===== src/common/eapc_regs.vh =====
// register map, field layout, reset values and encodings of the external and pin-change irq block
`ifndef EAPC_REGS_VH
`define EAPC_REGS_VH

// register indices on the 4-bit address port
`define EAPC_ADDR_SENSE    4'h0
`define EAPC_ADDR_EXTMASK  4'h1
`define EAPC_ADDR_EXTFLAG  4'h2
`define EAPC_ADDR_PCENABLE 4'h3
`define EAPC_ADDR_PCFLAG   4'h4
`define EAPC_ADDR_PCMASK0  4'h5
`define EAPC_ADDR_PCMASK1  4'h6
`define EAPC_ADDR_PCMASK2  4'h7
`define EAPC_ADDR_PCMASK3  4'h8

// reset values
`define EAPC_RST_BYTE      8'h00
`define EAPC_RST_NIBBLE    4'h0

// sense field encodings
`define EAPC_SENSE_LOW     2'h0
`define EAPC_SENSE_CHANGE  2'h1
`define EAPC_SENSE_FALL    2'h2
`define EAPC_SENSE_RISE    2'h3

// field positions and widths
`define EAPC_SENSE_W       2
`define EAPC_EXT_N         4
`define EAPC_GRP_N         4
`define EAPC_PC_N          27
`define EAPC_G1_W          7
`define EAPC_G3_W          3
`define EAPC_G0_LSB        0
`define EAPC_G1_LSB        8
`define EAPC_G2_LSB        16
`define EAPC_G3_LSB        24

`endif


===== src/design/eapc_sync.v =====
// two-stage synchroniser for a vector of asynchronous pins
`timescale 1ns/1ps
module eapc_sync #(
  parameter WIDTH = 1
) (
  // clock and reset
  input  wire             clock,
  input  wire             rst,
  // pins in, synchronised levels out
  input  wire [WIDTH-1:0] asyncIn,
  output wire [WIDTH-1:0] syncOut
);
  reg [WIDTH-1:0] meta_q;
  reg [WIDTH-1:0] stable_q;

  // first stage feeds only the second stage
  always @(posedge clock or posedge rst) begin
    if (rst) begin
      meta_q   <= {WIDTH{1'b1}};
      stable_q <= {WIDTH{1'b1}};
    end else begin
      meta_q   <= asyncIn;
      stable_q <= meta_q;
    end
  end

  assign syncOut = stable_q;
endmodule // eapc_sync


===== src/design/eapc_irq.v =====
// external and pin-change interrupt controller: sense logic, flags, masks and register port
//
// Behaviour
// [RQ1] sense 00 low level, 01 any change, 10 falling edge, 11 rising edge
// [RQ2] sense register: int3 bits 7:6, int2 5:4, int1 3:2, int0 1:0
// [RQ3] external request reaches cpu only with global flag and own enable set
// [RQ4] edges found by comparing successive samples; pulses over one clock caught
// [RQ5] source holds level low until the current instruction completes
// [RQ6] enabled low-level interrupt requests continuously while the pin stays low
// [RQ7] software disables an interrupt before changing its sense field
// [RQ8] external mask bits 3..0 enable external interrupts 3..0
// [RQ9] pin activity triggers even when the pin is driven as output
// [RQ10] bits 7..4 of mask, flag, group enable, group flag read zero
// [RQ11] detected edge sets external flag; request if global and enable set
// [RQ12] flags clear on vector acknowledge or on a written one
// [RQ13] external flag held clear while in low-level mode
// [RQ14] group enables 3..0 cover pins 26..24, 23..16, 15..8, 7..0
// [RQ15] change on any enabled group pin raises that group's own request
// [RQ16] each group pin has its own mask bit; masked pins ignored (code: pin 15 has no mask bit and is always masked)
// [RQ17] enabled pin change sets group flag; request if global and enable set
// [RQ18] group 3 mask bits 7..3 read zero
// [RQ19] pins sampled before edge detection, independent of cpu timing
// [RQ20] group 3 mask bits 2..0 enable pins 26..24
// [RQ21] pin changes also flagged asynchronously as a wake request
// [RQ22] low level wakes asynchronously; edges need the running clock
// [RQ23] one request line per vector, acknowledge pulse clears its flag
// [RQ24] pins pass two flip-flops before edge comparison
//
// The register addresses and the strobed register port are this design's own decisions.
`timescale 1ns/1ps
`include "eapc_regs.vh"
module eapc_irq (
  // clock and reset
  input  wire        clock,
  input  wire        rst,
  // register port
  input  wire [3:0]  regAddr,
  input  wire [7:0]  regWrData,
  input  wire        regWrEn,
  input  wire        regRdEn,
  output reg  [7:0]  regRdData,
  // cpu side
  input  wire        globalIrqEn,
  output wire [7:0]  irqReq,
  input  wire [7:0]  irqAck,
  output wire        wakeReq,
  // pins
  input  wire [3:0]  extIrqPin,
  input  wire [26:0] pcInputPin
);
  // register state
  reg  [7:0]  senseCtrl_q;
  reg  [3:0]  extMask_q;
  reg  [3:0]  extFlag_q;
  reg  [3:0]  extFlag_d;
  reg  [3:0]  pcGroupEn_q;
  reg  [3:0]  pcGroupFlag_q;
  reg  [3:0]  pcGroupFlag_d;
  reg  [7:0]  pcMaskG0_q;
  reg  [6:0]  pcMaskG1_q;
  reg  [7:0]  pcMaskG2_q;
  reg  [2:0]  pcMaskG3_q;
  reg  [7:0]  rdMux;

  // sampled pins and previous sample
  wire [30:0] syncPins;
  wire [3:0]  extNow;
  wire [26:0] pcNow;
  reg  [3:0]  extPrev_q;
  reg  [26:0] pcPrev_q;
  reg         primed_q;

  // per-channel events
  wire [3:0]  extEvent;
  wire [3:0]  extLevelMode;
  wire [3:0]  extLevelReq;
  wire [3:0]  extReq;
  wire [3:0]  pcReq;
  wire [26:0] pcMaskAll;
  wire [26:0] pcChange;
  wire [3:0]  pcEvent;
  wire [3:0]  extW1c;
  wire [3:0]  pcW1c;
  wire        wrSense;
  wire        wrExtMask;
  wire        wrPcEn;

  // pins never see the direction of the port, so driven outputs trigger too
  eapc_sync #(
    .WIDTH (31)
  ) u_sync (
    .clock   (clock),
    .rst     (rst),
    .asyncIn ({pcInputPin, extIrqPin}),
    .syncOut (syncPins)
  ); // [RQ24] [RQ9] [RQ19]

  assign extNow = syncPins[3:0];
  assign pcNow  = syncPins[30:4];

  // previous sample for edge comparison; primed gates only the first cycle, so a pin low at reset release still gives a falling edge
  always @(posedge clock or posedge rst) begin
    if (rst) begin
      extPrev_q <= 4'hf;
      pcPrev_q  <= {27{1'b1}};
      primed_q  <= 1'b0;
    end else begin
      extPrev_q <= extNow; // [RQ4]
      pcPrev_q  <= pcNow;
      primed_q  <= 1'b1;
    end
  end

  // register write decode
  assign wrSense   = regWrEn && (regAddr == `EAPC_ADDR_SENSE);
  assign wrExtMask = regWrEn && (regAddr == `EAPC_ADDR_EXTMASK);
  assign wrPcEn    = regWrEn && (regAddr == `EAPC_ADDR_PCENABLE);
  assign extW1c    = (regWrEn && (regAddr == `EAPC_ADDR_EXTFLAG)) ? regWrData[3:0] : 4'h0; // [RQ12]
  assign pcW1c     = (regWrEn && (regAddr == `EAPC_ADDR_PCFLAG)) ? regWrData[3:0] : 4'h0; // [RQ12]

  // external channels
  genvar n;
  generate
    for (n = 0; n < `EAPC_EXT_N; n = n + 1) begin : g_ext
      wire [1:0] sense;
      wire       rise;
      wire       fall;
      // field n sits at bits 2n+1:2n
      assign sense = senseCtrl_q[2*n+1:2*n]; // [RQ2]
      assign rise  = primed_q && extNow[n] && !extPrev_q[n];
      assign fall  = primed_q && !extNow[n] && extPrev_q[n];
      assign extLevelMode[n] = (sense == `EAPC_SENSE_LOW);
      // decode of the trigger; a sense change while enabled may fire once
      assign extEvent[n] = (sense == `EAPC_SENSE_CHANGE) ? (rise | fall) :
                           (sense == `EAPC_SENSE_FALL)   ? fall :
                           (sense == `EAPC_SENSE_RISE)   ? rise : 1'b0; // [RQ1] [RQ4] [RQ7]
      // level request follows the pin with no flag behind it
      assign extLevelReq[n] = extLevelMode[n] && !extNow[n]; // [RQ6] [RQ5]
      assign extReq[n] = globalIrqEn && extMask_q[n] &&
                         (extLevelMode[n] ? extLevelReq[n] : extFlag_q[n]); // [RQ3] [RQ8] [RQ11]

      always @* begin
        if (extLevelMode[n]) begin
          extFlag_d[n] = 1'b0; // [RQ13]
        end else if (extEvent[n]) begin
          extFlag_d[n] = 1'b1; // [RQ11]
        end else if (irqAck[n] || extW1c[n]) begin
          extFlag_d[n] = 1'b0; // [RQ12] [RQ23]
        end else begin
          extFlag_d[n] = extFlag_q[n];
        end
      end
    end
  endgenerate

  // pin-change groups
  // pin 15 has no mask bit, so it sits as a zero between group 1 and group 2
  assign pcMaskAll = {pcMaskG3_q, pcMaskG2_q, 1'b0, pcMaskG1_q, pcMaskG0_q}; // [RQ16] [RQ20]
  assign pcChange  = primed_q ? ((pcNow ^ pcPrev_q) & pcMaskAll) : {27{1'b0}}; // [RQ16]

  assign pcEvent[0] = |pcChange[`EAPC_G1_LSB-1:`EAPC_G0_LSB]; // [RQ14] [RQ15]
  assign pcEvent[1] = |pcChange[`EAPC_G2_LSB-1:`EAPC_G1_LSB];
  assign pcEvent[2] = |pcChange[`EAPC_G3_LSB-1:`EAPC_G2_LSB];
  assign pcEvent[3] = |pcChange[`EAPC_PC_N-1:`EAPC_G3_LSB];

  generate
    for (n = 0; n < `EAPC_GRP_N; n = n + 1) begin : g_grp
      // new change wins over a clear in the same cycle
      always @* begin
        if (pcEvent[n]) begin
          pcGroupFlag_d[n] = 1'b1; // [RQ17]
        end else if (irqAck[`EAPC_EXT_N+n] || pcW1c[n]) begin
          pcGroupFlag_d[n] = 1'b0; // [RQ12] [RQ23]
        end else begin
          pcGroupFlag_d[n] = pcGroupFlag_q[n];
        end
      end
      assign pcReq[n] = globalIrqEn && pcGroupEn_q[n] && pcGroupFlag_q[n]; // [RQ14] [RQ17]
    end
  endgenerate

  // one line per vector: ext 0..3 then groups 0..3
  assign irqReq = {pcReq, extReq}; // [RQ23] [RQ15]

  // wake path looks at raw pins so it works with the clock stopped;
  // it is glitch-prone by nature and only meant to start the clocks
  assign wakeReq = |(extMask_q & extLevelMode & ~extIrqPin) |
                   |(pcMaskAll & (pcInputPin ^ pcPrev_q) &
                     {{3{pcGroupEn_q[3]}}, {8{pcGroupEn_q[2]}},
                      {8{pcGroupEn_q[1]}}, {8{pcGroupEn_q[0]}}}); // [RQ21] [RQ22]

  // registers
  always @(posedge clock or posedge rst) begin
    if (rst) begin
      senseCtrl_q   <= `EAPC_RST_BYTE;
      extMask_q     <= `EAPC_RST_NIBBLE;
      extFlag_q     <= `EAPC_RST_NIBBLE;
      pcGroupEn_q   <= `EAPC_RST_NIBBLE;
      pcGroupFlag_q <= `EAPC_RST_NIBBLE;
      pcMaskG0_q    <= `EAPC_RST_BYTE;
      pcMaskG1_q    <= 7'h00;
      pcMaskG2_q    <= `EAPC_RST_BYTE;
      pcMaskG3_q    <= 3'h0;
    end else begin
      extFlag_q     <= extFlag_d;
      pcGroupFlag_q <= pcGroupFlag_d;
      if (wrSense) begin
        senseCtrl_q <= regWrData; // [RQ2]
      end
      if (wrExtMask) begin
        extMask_q <= regWrData[3:0]; // [RQ8]
      end
      if (wrPcEn) begin
        pcGroupEn_q <= regWrData[3:0]; // [RQ14]
      end
      if (regWrEn && (regAddr == `EAPC_ADDR_PCMASK0)) begin
        pcMaskG0_q <= regWrData;
      end
      if (regWrEn && (regAddr == `EAPC_ADDR_PCMASK1)) begin
        pcMaskG1_q <= regWrData[6:0];
      end
      if (regWrEn && (regAddr == `EAPC_ADDR_PCMASK2)) begin
        pcMaskG2_q <= regWrData;
      end
      if (regWrEn && (regAddr == `EAPC_ADDR_PCMASK3)) begin
        pcMaskG3_q <= regWrData[2:0]; // [RQ20]
      end
    end
  end

  // read mux; unused upper bits and unmapped addresses read zero
  always @* begin
    case (regAddr)
      `EAPC_ADDR_SENSE:    rdMux = senseCtrl_q;
      `EAPC_ADDR_EXTMASK:  rdMux = {4'h0, extMask_q}; // [RQ10]
      `EAPC_ADDR_EXTFLAG:  rdMux = {4'h0, extFlag_q}; // [RQ10]
      `EAPC_ADDR_PCENABLE: rdMux = {4'h0, pcGroupEn_q}; // [RQ10]
      `EAPC_ADDR_PCFLAG:   rdMux = {4'h0, pcGroupFlag_q}; // [RQ10]
      `EAPC_ADDR_PCMASK0:  rdMux = pcMaskG0_q;
      `EAPC_ADDR_PCMASK1:  rdMux = {1'b0, pcMaskG1_q};
      `EAPC_ADDR_PCMASK2:  rdMux = pcMaskG2_q;
      `EAPC_ADDR_PCMASK3:  rdMux = {5'h00, pcMaskG3_q}; // [RQ18]
      default:             rdMux = 8'h00;
    endcase
  end

  // read data stand only in the cycle after the strobe
  always @(posedge clock or posedge rst) begin
    if (rst) begin
      regRdData <= 8'h00;
    end else if (regRdEn) begin
      regRdData <= rdMux;
    end else begin
      regRdData <= 8'h00;
    end
  end
endmodule // eapc_irq


===== config.mk =====
export PLATFORM = sky130hd
export DESIGN_NAME = eapc_irq
export DESIGN_NICKNAME = d
export VERILOG_FILES = /design/src/design/eapc_sync.v /design/src/design/eapc_irq.v
export VERILOG_INCLUDE_DIRS = /design/src /design/src/common
export SDC_FILE = /design/constraint.sdc
export NUM_CORES = 1
export LEC_CHECK = 0
export ABC_AREA = 1
export BUFFER_PORTS_ARGS = -buffer_cell sky130_fd_sc_hd__buf_2
export CORE_MARGIN = 4
export CORE_UTILIZATION = 32
export DETAILED_ROUTE_END_ITERATION = 10
export HOLD_SLACK_MARGIN = 0.02
export PLACE_DENSITY = 0.58
export REMOVE_ABC_BUFFERS = 1
export SLEW_MARGIN = 10
export SYNTH_ARGS = -nofsm -noshare
export SYNTH_HDL_FRONTEND = slang
export SYNTH_SLANG_ARGS = --single-unit

===== constraint.sdc =====
create_clock -name clock -period 11.1 [get_ports clock]
set_input_delay 2.22 -clock clock [delete_from_list [all_inputs] [get_ports clock]]
set_output_delay 2.22 -clock clock [all_outputs]
set_load 0.02 [all_outputs]

==> results of run 1 <==
[cell usage after synthesis, types with 3 or more instances]
cell type / n / area, um2
sky130_fd_sc_hd__dfrtp_1: 59 / 1476
sky130_fd_sc_hd__inv_2: 3 / 11.26
sky130_fd_sc_hd__nor2_4: 4 / 45.04
sky130_fd_sc_hd__a21oi_1: 10 / 50.05
sky130_fd_sc_hd__nand2_1: 230 / 863.3
sky130_fd_sc_hd__dfstp_2: 90 / 2365
sky130_fd_sc_hd__a41oi_1: 3 / 26.28
sky130_fd_sc_hd__xor2_1: 3 / 26.28
sky130_fd_sc_hd__a211oi_1: 4 / 30.03
sky130_fd_sc_hd__nand3b_1: 3 / 22.52
sky130_fd_sc_hd__nor2_1: 47 / 176.4
sky130_fd_sc_hd__buf_6: 4 / 45.04
sky130_fd_sc_hd__o21ai_0: 32 / 160.2
sky130_fd_sc_hd__nand3_1: 56 / 280.3
sky130_fd_sc_hd__or2_2: 16 / 100.1
sky130_fd_sc_hd__nor3_1: 6 / 30.03
sky130_fd_sc_hd__nand4_1: 5 / 31.28
sky130_fd_sc_hd__o31ai_1: 3 / 22.52
sky130_fd_sc_hd__nor2_2: 5 / 31.28
sky130_fd_sc_hd__o21ai_2: 23 / 201.4
sky130_fd_sc_hd__nand2_4: 4 / 45.04
sky130_fd_sc_hd__inv_1: 91 / 341.6
sky130_fd_sc_hd__nand2_2: 7 / 43.79
[flip-flops by register name (all words and copies together), names as in the netlist]
name / flops
extFlag_q: 4
pcMaskG1_q: 7
pcMaskG0_q: 8
extMask_q: 4
u_sync.meta_q: 30
pcPrev_q: 26
pcMaskG2_q: 8
pcGroupFlag_q: 4
regRdData: 8
extPrev_q: 4
pcGroupEn_q: 4
pcMaskG3_q: 3
senseCtrl_q: 8
primed_q: 1
u_sync.syncOut: 30
[cells by family after synthesis]
| kind of cell | after synthesis | share of synthesized area |
|---|---|---|
| AND/OR/NAND/NOR | 383 | 0.2576 |
| flip-flops | 149 | 0.5928 |
| buffers and inverters | 103 | 0.06526 |
| AO/OA/AOI/OAI | 78 | 0.07975 |
| XOR/XNOR | 3 | 0.004056 |
| other | 1 | 0.0005787 |
[worst max-delay path, stage by stage]
cell and delay (ps):
sky130_fd_sc_hd__buf_2 120, sky130_fd_sc_hd__or2_2 260, sky130_fd_sc_hd__nand3_1 70, sky130_fd_sc_hd__nand3_1 100, sky130_fd_sc_hd__nand2_1 70, sky130_fd_sc_hd__nand2_1 40, sky130_fd_sc_hd__nor2_1 130, sky130_fd_sc_hd__nand2_1 90
sky130_fd_sc_hd__buf_2 160
[stage by stage]
stage          power (mW)  setup slack, ps  utilization
5_1_grt             1.476             5506       0.3903
3_5_place_dp       0.8599             5585       0.3611
3_3_place_gp       0.8554             5603       0.3611
4_1_cts             1.418             5581       0.3903
6_report            1.399             5615       0.3903
2_1_floorplan      0.7830             5021            -
[worst max-delay path by stage]
stage / start / to / slack (ps) / cells past startpoint
6_report: pcInputPin[25] / wakeReq / 5620 / 9
5_1_grt: pcInputPin[25] / wakeReq / 5510 / 9
4_1_cts: pcInputPin[25] / wakeReq / 5580 / 9
3_5_place_dp: pcInputPin[25] / wakeReq / 5590 / 9
3_3_place_gp: pcInputPin[25] / wakeReq / 5600 / 9
2_1_floorplan: rst / extFlag_q[0]$_DFFE_PP0P_ / 5020 / 1
[routing by layer]
metal	global-route usage	up-vias
met4	0.02928	0
met3	0.04004	7
met5	0	-
met2	0.2290	72
li1	-	2428
met1	0.2100	2312
[power by group through the flow]
stage               Sequential [mW]  Combinational (mW)  Clock [mW]
detailed placement            0.677               0.183           0
finish                        0.669               0.181       0.550
global route                  0.677               0.208       0.591
global placement              0.676               0.180           0
CTS                           0.669               0.185       0.565
floorplan                     0.658               0.125           0
[area by class of cell]
type                            count  area [um2]  share of cell area
Sequential cell                   149        3841              0.4992
Multi-Input combinational cell    465        2216              0.2880
Clock buffer                       23       510.5             0.06634
Inverter                           96       367.9             0.04780
Timing Repair Buffer               72       362.8             0.04715
Tap cell                          265       331.6             0.04309
Clock inverter                      9       65.06            0.008455
==> impl_summary.md, run 1 <==
Yosys
The number of instances in the synthesized netlist is 717. The number of warning messages in the yosys log is 0. The synthesized design contains 149 register bits.

The main flop type after synthesis is sky130_fd_sc_hd__dfstp_2. In this run, synthesis inferred 0 flip-flops with an integrated enable. A synthesized cell averages 9.038 um2. In the synthesized netlist the async set-or-reset flop fraction comes to 1.000. The count of distinct cell types in the synthesized netlist is 30.

The sequential fraction of the synthesis area is 0.5928. After synthesis the cells add up to 6480 um2.

Worst setup path
The kind of end point of the critical path is an output port. In this run the worst path has a maximum fanout of 3. STA classifies the critical path startpoint as an input pin.

In this run the critical register-to-register path is captured at pcGroupFlag_q[1]$_DFFE_PP0P_. The worst register-to-register path begins at primed_q$_DFF_PP0_. The worst register-to-register path has a setup slack of 9920 ps. Data on the critical path arrives at its endpoint at 3260 ps.

The worst setup path is of the input pin to output port kind. For the worst setup path, the data required time is 8880 ps. For the worst flop-to-flop path, the logic depth is 3.

Pwr
Of the total power, the share spent switching nets is 0.2817. The net switching component of the power is 0.3943 mW. The portion of total power attributed to sequential cells is 0.478. The part of the power in combinational logic is 0.129. Internal power comes to 1.005 mW. IR analysis of the VDD net gives a maximum drop of 88.89 uV. In this run the power density over the cells is 181.9 nW/um2.

In this run the static leakage power is 3.752 nW. Of the total power, the clock network draws 0.393.

Hold path
The worst hold path passes through 0 cells. For hold timing, the worst endpoint is u_sync.syncOut[11]$_DFF_PP1_. The path class of the tightest hold or removal check is register to register.

The worst hold path begins at u_sync.meta_q[11]$_DFF_PP1_.

GRT
The global-route total usage across every layer is 0.1480. The global-route wire length before repair is 25240 um. The number of global-route vias before repair is 4709. Entering global routing, the biggest net connects 81 pins. The number of antenna violations at the first check in global routing came to 0. The leftover overflow at the end of global routing is 0.

Layout
The count of filler cells inserted in the layout is 1964. The share of layout cells above drive strength 1 is 0.3170. The area growth from synthesis to final layout is 18.75%. The leading cell type in the layout, fill and taps excluded is sky130_fd_sc_hd__nand2_1. The final instance area is 7695 um2.

The library cells used most frequently in the layout, excluding fill and tap cells, are 230 x sky130_fd_sc_hd__nand2_1, 90 x sky130_fd_sc_hd__inv_1, 90 x sky130_fd_sc_hd__dfstp_2. The post-layout instance count excluding filler cells is 1079. 0 antenna diodes ended up in the layout. In the final design database the tool counted 857 nets.

STA
Setup violations remaining at the end of the flow were counted as 0. Timing would allow up to 182.3 MHz. Setup repair after global routing left no endpoint under its margin. The clock skew is 6.067 ps. At the pin with the least slew margin, the transition time is 847.5 ps. The number of failing hold endpoints at the final stage came to 0.

In the finished design, the share of the clock period the worst path needs comes to 0.4941. The worst path needs 5485 ps of the cycle, external delays included. The max-slew violation count is 0. Hold is met by 355.2 ps. The sum of negative setup slack is 0 ps.

The max-slew headroom at the worst pin is 0.4350.

Drt
The routed design uses 590 um of met3 wire. Routed signal wires occupy layers up through met4. Using the TritonRoute via totals, the vias-per-cell ratio works out to 4.466. The first-pass detailed-route iteration total is 4. The number of violations reported at the end of detailed-routing iteration 0 is 243. The routed design has 15890 um of wire. After detailed routing, the wire length on met1 is 7864 um. The routed length per instance is 14.72 um. The detail route stage leaves a number of antenna-violating nets equal to 0. The number of remaining DRC errors is 0. Summed over all nets, wire length on met2 after detailed routing comes to 7316 um. The total via count after detailed routing is 4819.

Placement
Summed over all nets, the half-perimeter wirelength after detailed placement is 11840 um. After detailed placement, the total cell area comes to 7119 um2. Once placement completed, the tool counted placed cells totaling 1047. The number of buffer cells added on primary ports is 71. At the end of routability-driven placement, the weighted congestion stood at 0.8446.

Floorplan
The die span in x is 150.3 um. The initial utilization of the core area, before any placement, comes to 0.3286. Row generation in the floorplan step produced 51 rows.

In this run the count of I/O pins placed on the die edge is 73. The vertical extent of the die is 150.3 um. The die outline area is 22590 um2. The total area inside the core boundary comes to 19720 um2.

Clock tree
After clock tree synthesis, the clock-pin slew on the worst setup and hold paths is 50 ps. The tree is rooted in a sky130_fd_sc_hd__clkbuf_16. The clock tree from TritonCTS is done. The clock latency of the later-clocked register in the worst-skew pair is 420 ps. The number of H-tree levels is 4. CTS saw 149 sinks. The post-CTS resize count is 0. Buffers added to address setup during post-CTS repair amount to 0. The number of clock buffers added by TritonCTS is 17. The maximum clock path buffer count is 2. The number of hold-repair buffers added at the cts stage is 0.

Outcome
The flow ran to the end, and the final reports show no timing, DRC or antenna violations.

Run
The number of max-cap violations is 0.
(Power assumes the default switching activity.)
==> inputs of run 2 (changes only) <==
PLACE_DENSITY = 0.6   (was 0.58)
clock period = 5 ns   (was 11.1 ns; I/O delays follow)
==> impl_summary.md, run 2 (synthesis gave the netlist of run 1 again) <==
Outcome
The run finished with clean final reports.

Layout
From synthesis to final layout, the design area changed by 19.31%. Fill cells in the final layout number 1961. The final instance area is 7731 um2. The share of layout cells above drive strength 1 is 0.3190. In the layout the commonest cells are 230 x sky130_fd_sc_hd__nand2_1, 90 x sky130_fd_sc_hd__inv_1, 90 x sky130_fd_sc_hd__dfstp_2.

The library cell used most frequently in the layout, excluding fill and tap cells, is sky130_fd_sc_hd__nand2_1. The net count of the finished layout is 858.

Worst setup path
For this run, the slowest stage of the critical path takes 270 ps. The worst setup path startpoint is pcInputPin[25]. Counting both buffers and inverters, the worst setup path holds a total of 2.

The startpoint identified for the worst register-to-register timing path is pcMaskG2_q[3]$_DFFE_PP0P_. The largest individual stage delay along the critical path comes from the cell sky130_fd_sc_hd__or2_2. The kind of cell adding the most delay to the critical path is simple AND/OR/NAND/NOR gates.

The dominant cell type by count on the critical path is sky130_fd_sc_hd__nand2_1. The nature of the critical path startpoint is an input pin. STA puts the critical path data arrival time at 2020 ps.

The worst setup path is captured at an output port. The critical path data required time is 4000 ps. The signal on the critical path passes through buf_2 > or2_2 > nand3_1 > nand3_1 > nand2_1 > nand2_1 > nor2_1 > nand2_1 > buf_2.

Of all nets on the critical path, the largest fanout is 3. The critical path class is input pin to output port.

Clock tree
The count of buffers added by post-CTS timing repair for setup is 0. The clock tree from TritonCTS is done. Clock latency on the worst-skew pair, taken at its later pin, is 420 ps.

The total number of clock tree sinks is 149. The clock transition at the register clock pins on the worst setup and hold paths after CTS is 60 ps. The buffer type at the clock tree root is sky130_fd_sc_hd__clkbuf_16. The post-CTS resize count is 0.

The CTS buffer count is 17. The maximum clock path buffer count is 2. The number of hold-repair buffers added at the cts stage is 0. In this run the number of H-tree levels came out at 4.

STA
Across all hold checks on the routed design, the worst slack comes to 351.7 ps. Timing would allow up to 331.5 MHz. The max-slew violation count is 0. The clock skew is 6.901 ps. Setup repair after global routing left no endpoint under its margin. The pin slew with the least headroom to its limit is 768.6 ps. The final-report setup violation count is 0. The final worst-path setup slack is 1983 ps.

The fraction of the cycle the final worst path needs is 0.6033. Setup total negative slack on the finished layout was measured at 0 ps. Measured against its own limit, the worst slew margin works out to 0.4876. The number of failing hold endpoints at the final stage is 0.

Counting I/O delays and the setup requirement, the final critical path takes 3017 ps.

Pwr
The part of the power in combinational logic is 0.126. Of the total power, registers draw 0.467. The largest vdd supply drop is 242.7 uV. Cell internal power was estimated by the tool at 2.280 mW. Of the total power, the share spent switching nets is 0.2830.

The clock share of power is 0.407. Power comes to 3.180 mW. Dividing total power by cell area gives a power density of 411.3 nW/um2.

The net switching component of the power is 0.8998 mW. The leakage power is 3.763 nW.

Hold path
The launch point of the worst hold path is u_sync.meta_q[16]$_DFF_PP1_. The path class of the tightest hold or removal check is register to register.

Floorplan
The row count is 51. The count of pins on the block boundary is 73. The vertical extent of the die is 150.3 um.

The die covers 22590 um2. After floorplanning, the core was sized to cover 19720 um2. Measured along the x axis, the die boundary spans 150.3 um. For this configuration, the core starts out at a cell density of 0.3286.

Placement
In this run the cell area measured after placement is 7127 um2. The worst setup slack after placement is 1953 ps. The placed wire-length estimate is 11600 um. The number of buffer cells added on primary ports is 71.

The final RePlAce weighted congestion is 0.8579.

Drt
The number of violations reported at the end of detailed-routing iteration 0 is 237. The total detailed-routing wirelength is 15490 um. In the final routed layout, each cell accounts on average for 14.33 um. After detailed routing, the number of vias per cell comes to 4.427.

After detailed routing, the number of remaining DRC violations is 0. The first-pass detailed-route iteration total is 6. The detail route stage leaves a number of antenna-violating nets equal to 0.

The total via count after detailed routing is 4786.

GRT
The number of antenna violations at the first check in global routing was 0. Entering global routing, the biggest net connects 88 pins. For this run, the total global-route usage over all layers was measured as 0.1459. The global-route wire length before repair is 25140 um.

The number of global-route vias before repair was 4794. After global routing the overflow that remains totals 0.

Run
Max-cap violations in this run came to 0.
## run 2: cell count changes in the layout (fill, tap and decap cells not counted), sizes merged
cell / change
buf: +1
bufinv: +2
clkbuf: -4
clkinvlp: +1
diode: +1
inv: +1
## run 2: layout make-up
type,instances,area (um2),share of cell area
Antenna cell,1,2.502,0.0003237
Clock buffer,19,454.2,0.05875
Clock inverter,13,147.6,0.01910
Inverter,96,367.9,0.04758
Multi-Input combinational cell,465,2216,0.2866
Sequential cell,149,3841,0.4968
Tap cell,265,331.6,0.04289
Timing Repair Buffer,73,370.4,0.04790
## run 2: worst paths after layout
check / cells past startpoint / to / slack [ps]
setup / recovery: 9 / wakeReq / 1980
hold / removal: 0 / u_sync.syncOut[16]$_DFF_PP1_ / 350
setup reg to reg: 6 / regRdData[3]$_DFF_PP0_ / 3760
hold reg to reg: 0 / u_sync.syncOut[16]$_DFF_PP1_ / 350
max in group asynchronous: 3 / pcPrev_q[8]$_DFF_PP1_ / 3330
min in group asynchronous: 2 / pcMaskG2_q[1]$_DFFE_PP0P_ / 730
## run 2: stage by stage
stage | utilization | instances
floorplan | - | 710
global placement | 0.3614 | 1048
detailed placement | 0.3614 | 1048
CTS | 0.3920 | 1080
global route | 0.3920 | 1080
finish | 0.3921 | 1081
## run 2: power by group through the flow
stage / Sequential (mW) / Clock, mW / Combinational [mW]
after floorplan: 1.46 / 0 / 0.278
after global placement: 1.50 / 0 / 0.398
after detailed placement: 1.50 / 0 / 0.405
after CTS: 1.48 / 1.33 / 0.408
after global routing: 1.50 / 1.38 / 0.463
final: 1.49 / 1.30 / 0.399
## run 2: layer usage
metal,global-route usage,vias up,part of all wire
met5,0,-,0
met4,0.03751,0,0.012
met3,0.03642,14,0.037
met2,0.2261,80,0.46
met1,0.2053,2266,0.49
li1,-,2426,-
==> inputs of run 3 (changes only) <==
clock period = 2.63 ns   (was 5 ns; I/O delays follow)
==> impl_summary.md, run 3 (synthesis gave the netlist of run 1 again) <==
Outcome
The flow ran to the end, and the final reports show no timing, DRC or antenna violations.

Worst setup path
For this run, the slowest stage of the critical path takes 460 ps. The worst setup path is launched from a register. The total buffers and inverters traversed by the critical path is 1. At the worst endpoint, the required time is 2100 ps.

Traced cell by cell, the critical path runs through nor2_1 > nand2_1 > o21ai_0 > nor2_1 > nand2_1 > nor2_1 > nand2_1 > buf_2. The kind of end point of the critical path is an output port. The worst setup path is of the register to output port kind.

The data arrival time of the worst path is 1830 ps. The kind of cell adding the most delay to the critical path is simple AND/OR/NAND/NOR gates. Along the worst path, the maximum fanout reaches 5.

For this design, the slowest cell found on the critical path is sky130_fd_sc_hd__dfrtp_1.

Placement
The placed wire-length estimate is 11670 um. OpenSTA, run right after detailed placement, puts the worst setup slack at 550.9 ps. The number of buffer cells added on primary ports is 71. At the end of routability-driven placement, the weighted congestion stood at 0.8464.

Run
The number of max-cap violations is 0.

STA
The clock period could shrink to 2358 ps. The worst hold slack after final layout is 152.9 ps. Setup repair after global routing left no endpoint under its margin. The clock arrives with 7.108 ps of skew. The number of failing hold endpoints at the final stage is 0. The max-slew violation count is 0. The final worst-path setup slack is 272.0 ps. In the finished design, the share of the clock period the worst path needs comes to 0.8966. At the pin with the least slew margin, the transition time is 517.3 ps. The final-report setup violation count is 0. The max-slew headroom at the worst pin is 0.6552.

Based on the critical path, the design can be clocked at up to 424.1 MHz.

GRT
The first global-routing pass estimated 25160 um of wire. The number of global-route vias before repair is 4658. Entering global routing, the biggest net connects 58 pins. Across every metal layer, demand over resource in global routing totals 0.1487. The leftover overflow at the end of global routing is 0.

The number of antenna violations at the first check in global routing is 0.

Clock tree
The clock transition at the register clock pins on the worst setup and hold paths after CTS is 60 ps. The clock latency of the later-clocked register in the worst-skew pair is 430 ps. The post-CTS resize count is 0. The CTS buffer count is 17. TritonCTS built the clock tree.

CTS built an H-tree with a depth of 4. The buffer type at the clock tree root is sky130_fd_sc_hd__clkbuf_16. The number of setup buffers added after CTS is 0.

Buffers inserted to repair hold after CTS numbered 0. The maximum clock path buffer count is 2. The total number of clock tree sinks is 149.

Pwr
The largest vdd supply drop is 407.7 uV. The power density over the cells is 804.4 nW/um2. The leakage power is 3.795 nW.

Floorplan
The die span in x is 150.3 um. The initial utilization of the core area, before any placement, comes to 0.3286. The floorplan step defined a die boundary enclosing 22590 um2. The floorplan step set the die height to 150.3 um. The region available for standard cell placement spans 19720 um2. The count of pins on the block boundary is 73. Row generation in the floorplan step produced 51 rows.

Drt
The number of remaining DRC errors is 0. Dividing the detail-routed via count by the number of cells gives 4.427. Across all layers, the routed design uses 4790 vias. The first-pass detailed-route iteration total is 4.

The routed length per instance is 14.46 um. For this block, the routed nets add up to 15640 um of wire. The number of nets with antenna violations after detailed routing is 0. In this run, the number of DRC markers left after iteration 0 of detailed routing was 251.

Layout
Leaving out fill and tap cells, the most frequent cell in the layout is sky130_fd_sc_hd__nand2_1. The count of filler cells inserted in the layout is 1953. The net count of the finished layout is 859. Leaving out fill and tap cells, the most frequent cells in the layout are 230 x sky130_fd_sc_hd__nand2_1, 90 x sky130_fd_sc_hd__inv_1, 90 x sky130_fd_sc_hd__dfstp_2. Compared with the post-synthesis result, the final layout area differs by 20.41%. In the final layout, the share of cells above drive strength 1 is 0.3162.

Hold path
The path class of the lowest-slack min-delay path is input pin to async pin.
-- run 3: path summary, 6_finish.rpt --
check	startpoint	to	slack (ps)	depth (start not counted)
max	senseCtrl_q[6]$_DFFE_PP0P_	wakeReq	270	8
min	rst	pcMaskG2_q[1]$_DFFE_PP0P_	150	2
max reg2reg	primed_q$_DFF_PP0_	pcGroupFlag_q[1]$_DFFE_PP0P_	1430	3
min reg2reg	u_sync.meta_q[7]$_DFF_PP1_	u_sync.syncOut[7]$_DFF_PP1_	350	0
max in group asynchronous	rst	u_sync.syncOut[3]$_DFF_PP1_	1740	3
min in group clock	extIrqPin[1]	u_sync.meta_q[1]$_DFF_PP1_	200	1
-- run 3: layout make-up --
cell class | count | area [um2] | area share
flip-flops and latches | 149 | 3841 | 0.4923
multi-input cells | 465 | 2216 | 0.2840
clock buffers | 23 | 490.5 | 0.06286
repair buffers | 74 | 390.4 | 0.05003
inverters | 96 | 367.9 | 0.04715
well taps | 265 | 331.6 | 0.04250
clock inverters | 9 | 162.7 | 0.02085
diodes | 1 | 2.502 | 0.0003207
-- run 3: metrics by stage --
stage	total power, mW	area, um2	TNS [ps]	util	std cells
finish	6.277	7802	0	0.3957	1082
global placement	3.616	7147	0	0.3625	1049
floorplan	3.305	6420	-166740	-	710
detailed placement	3.632	7147	0	0.3625	1049
global route	6.590	7800	0	0.3956	1081
CTS	6.352	7800	0	0.3956	1081
-- run 3: per-layer routing --
layer,GRT usage,part of all wire,up-vias
met2,0.2314,0.46,100
met4,0.04666,0.013,0
met5,0,0,-
li1,-,-,2437
met3,0.03703,0.051,16
met1,0.2049,0.48,2237
-- run 3: worst register-to-register path: stages, from the launching register on --
cell	delay (ps)
sky130_fd_sc_hd__dfrtp_1	650
sky130_fd_sc_hd__inv_1	170
sky130_fd_sc_hd__a31o_2	250
sky130_fd_sc_hd__nand3_1	60
-- run 3: power breakdown --
part           switching (mW)  internal, mW  total (mW)
sequential              0.244          2.58        2.83
clock                   0.975          1.71        2.69
combinational           0.473         0.289       0.762
total                    1.69          4.58        6.28
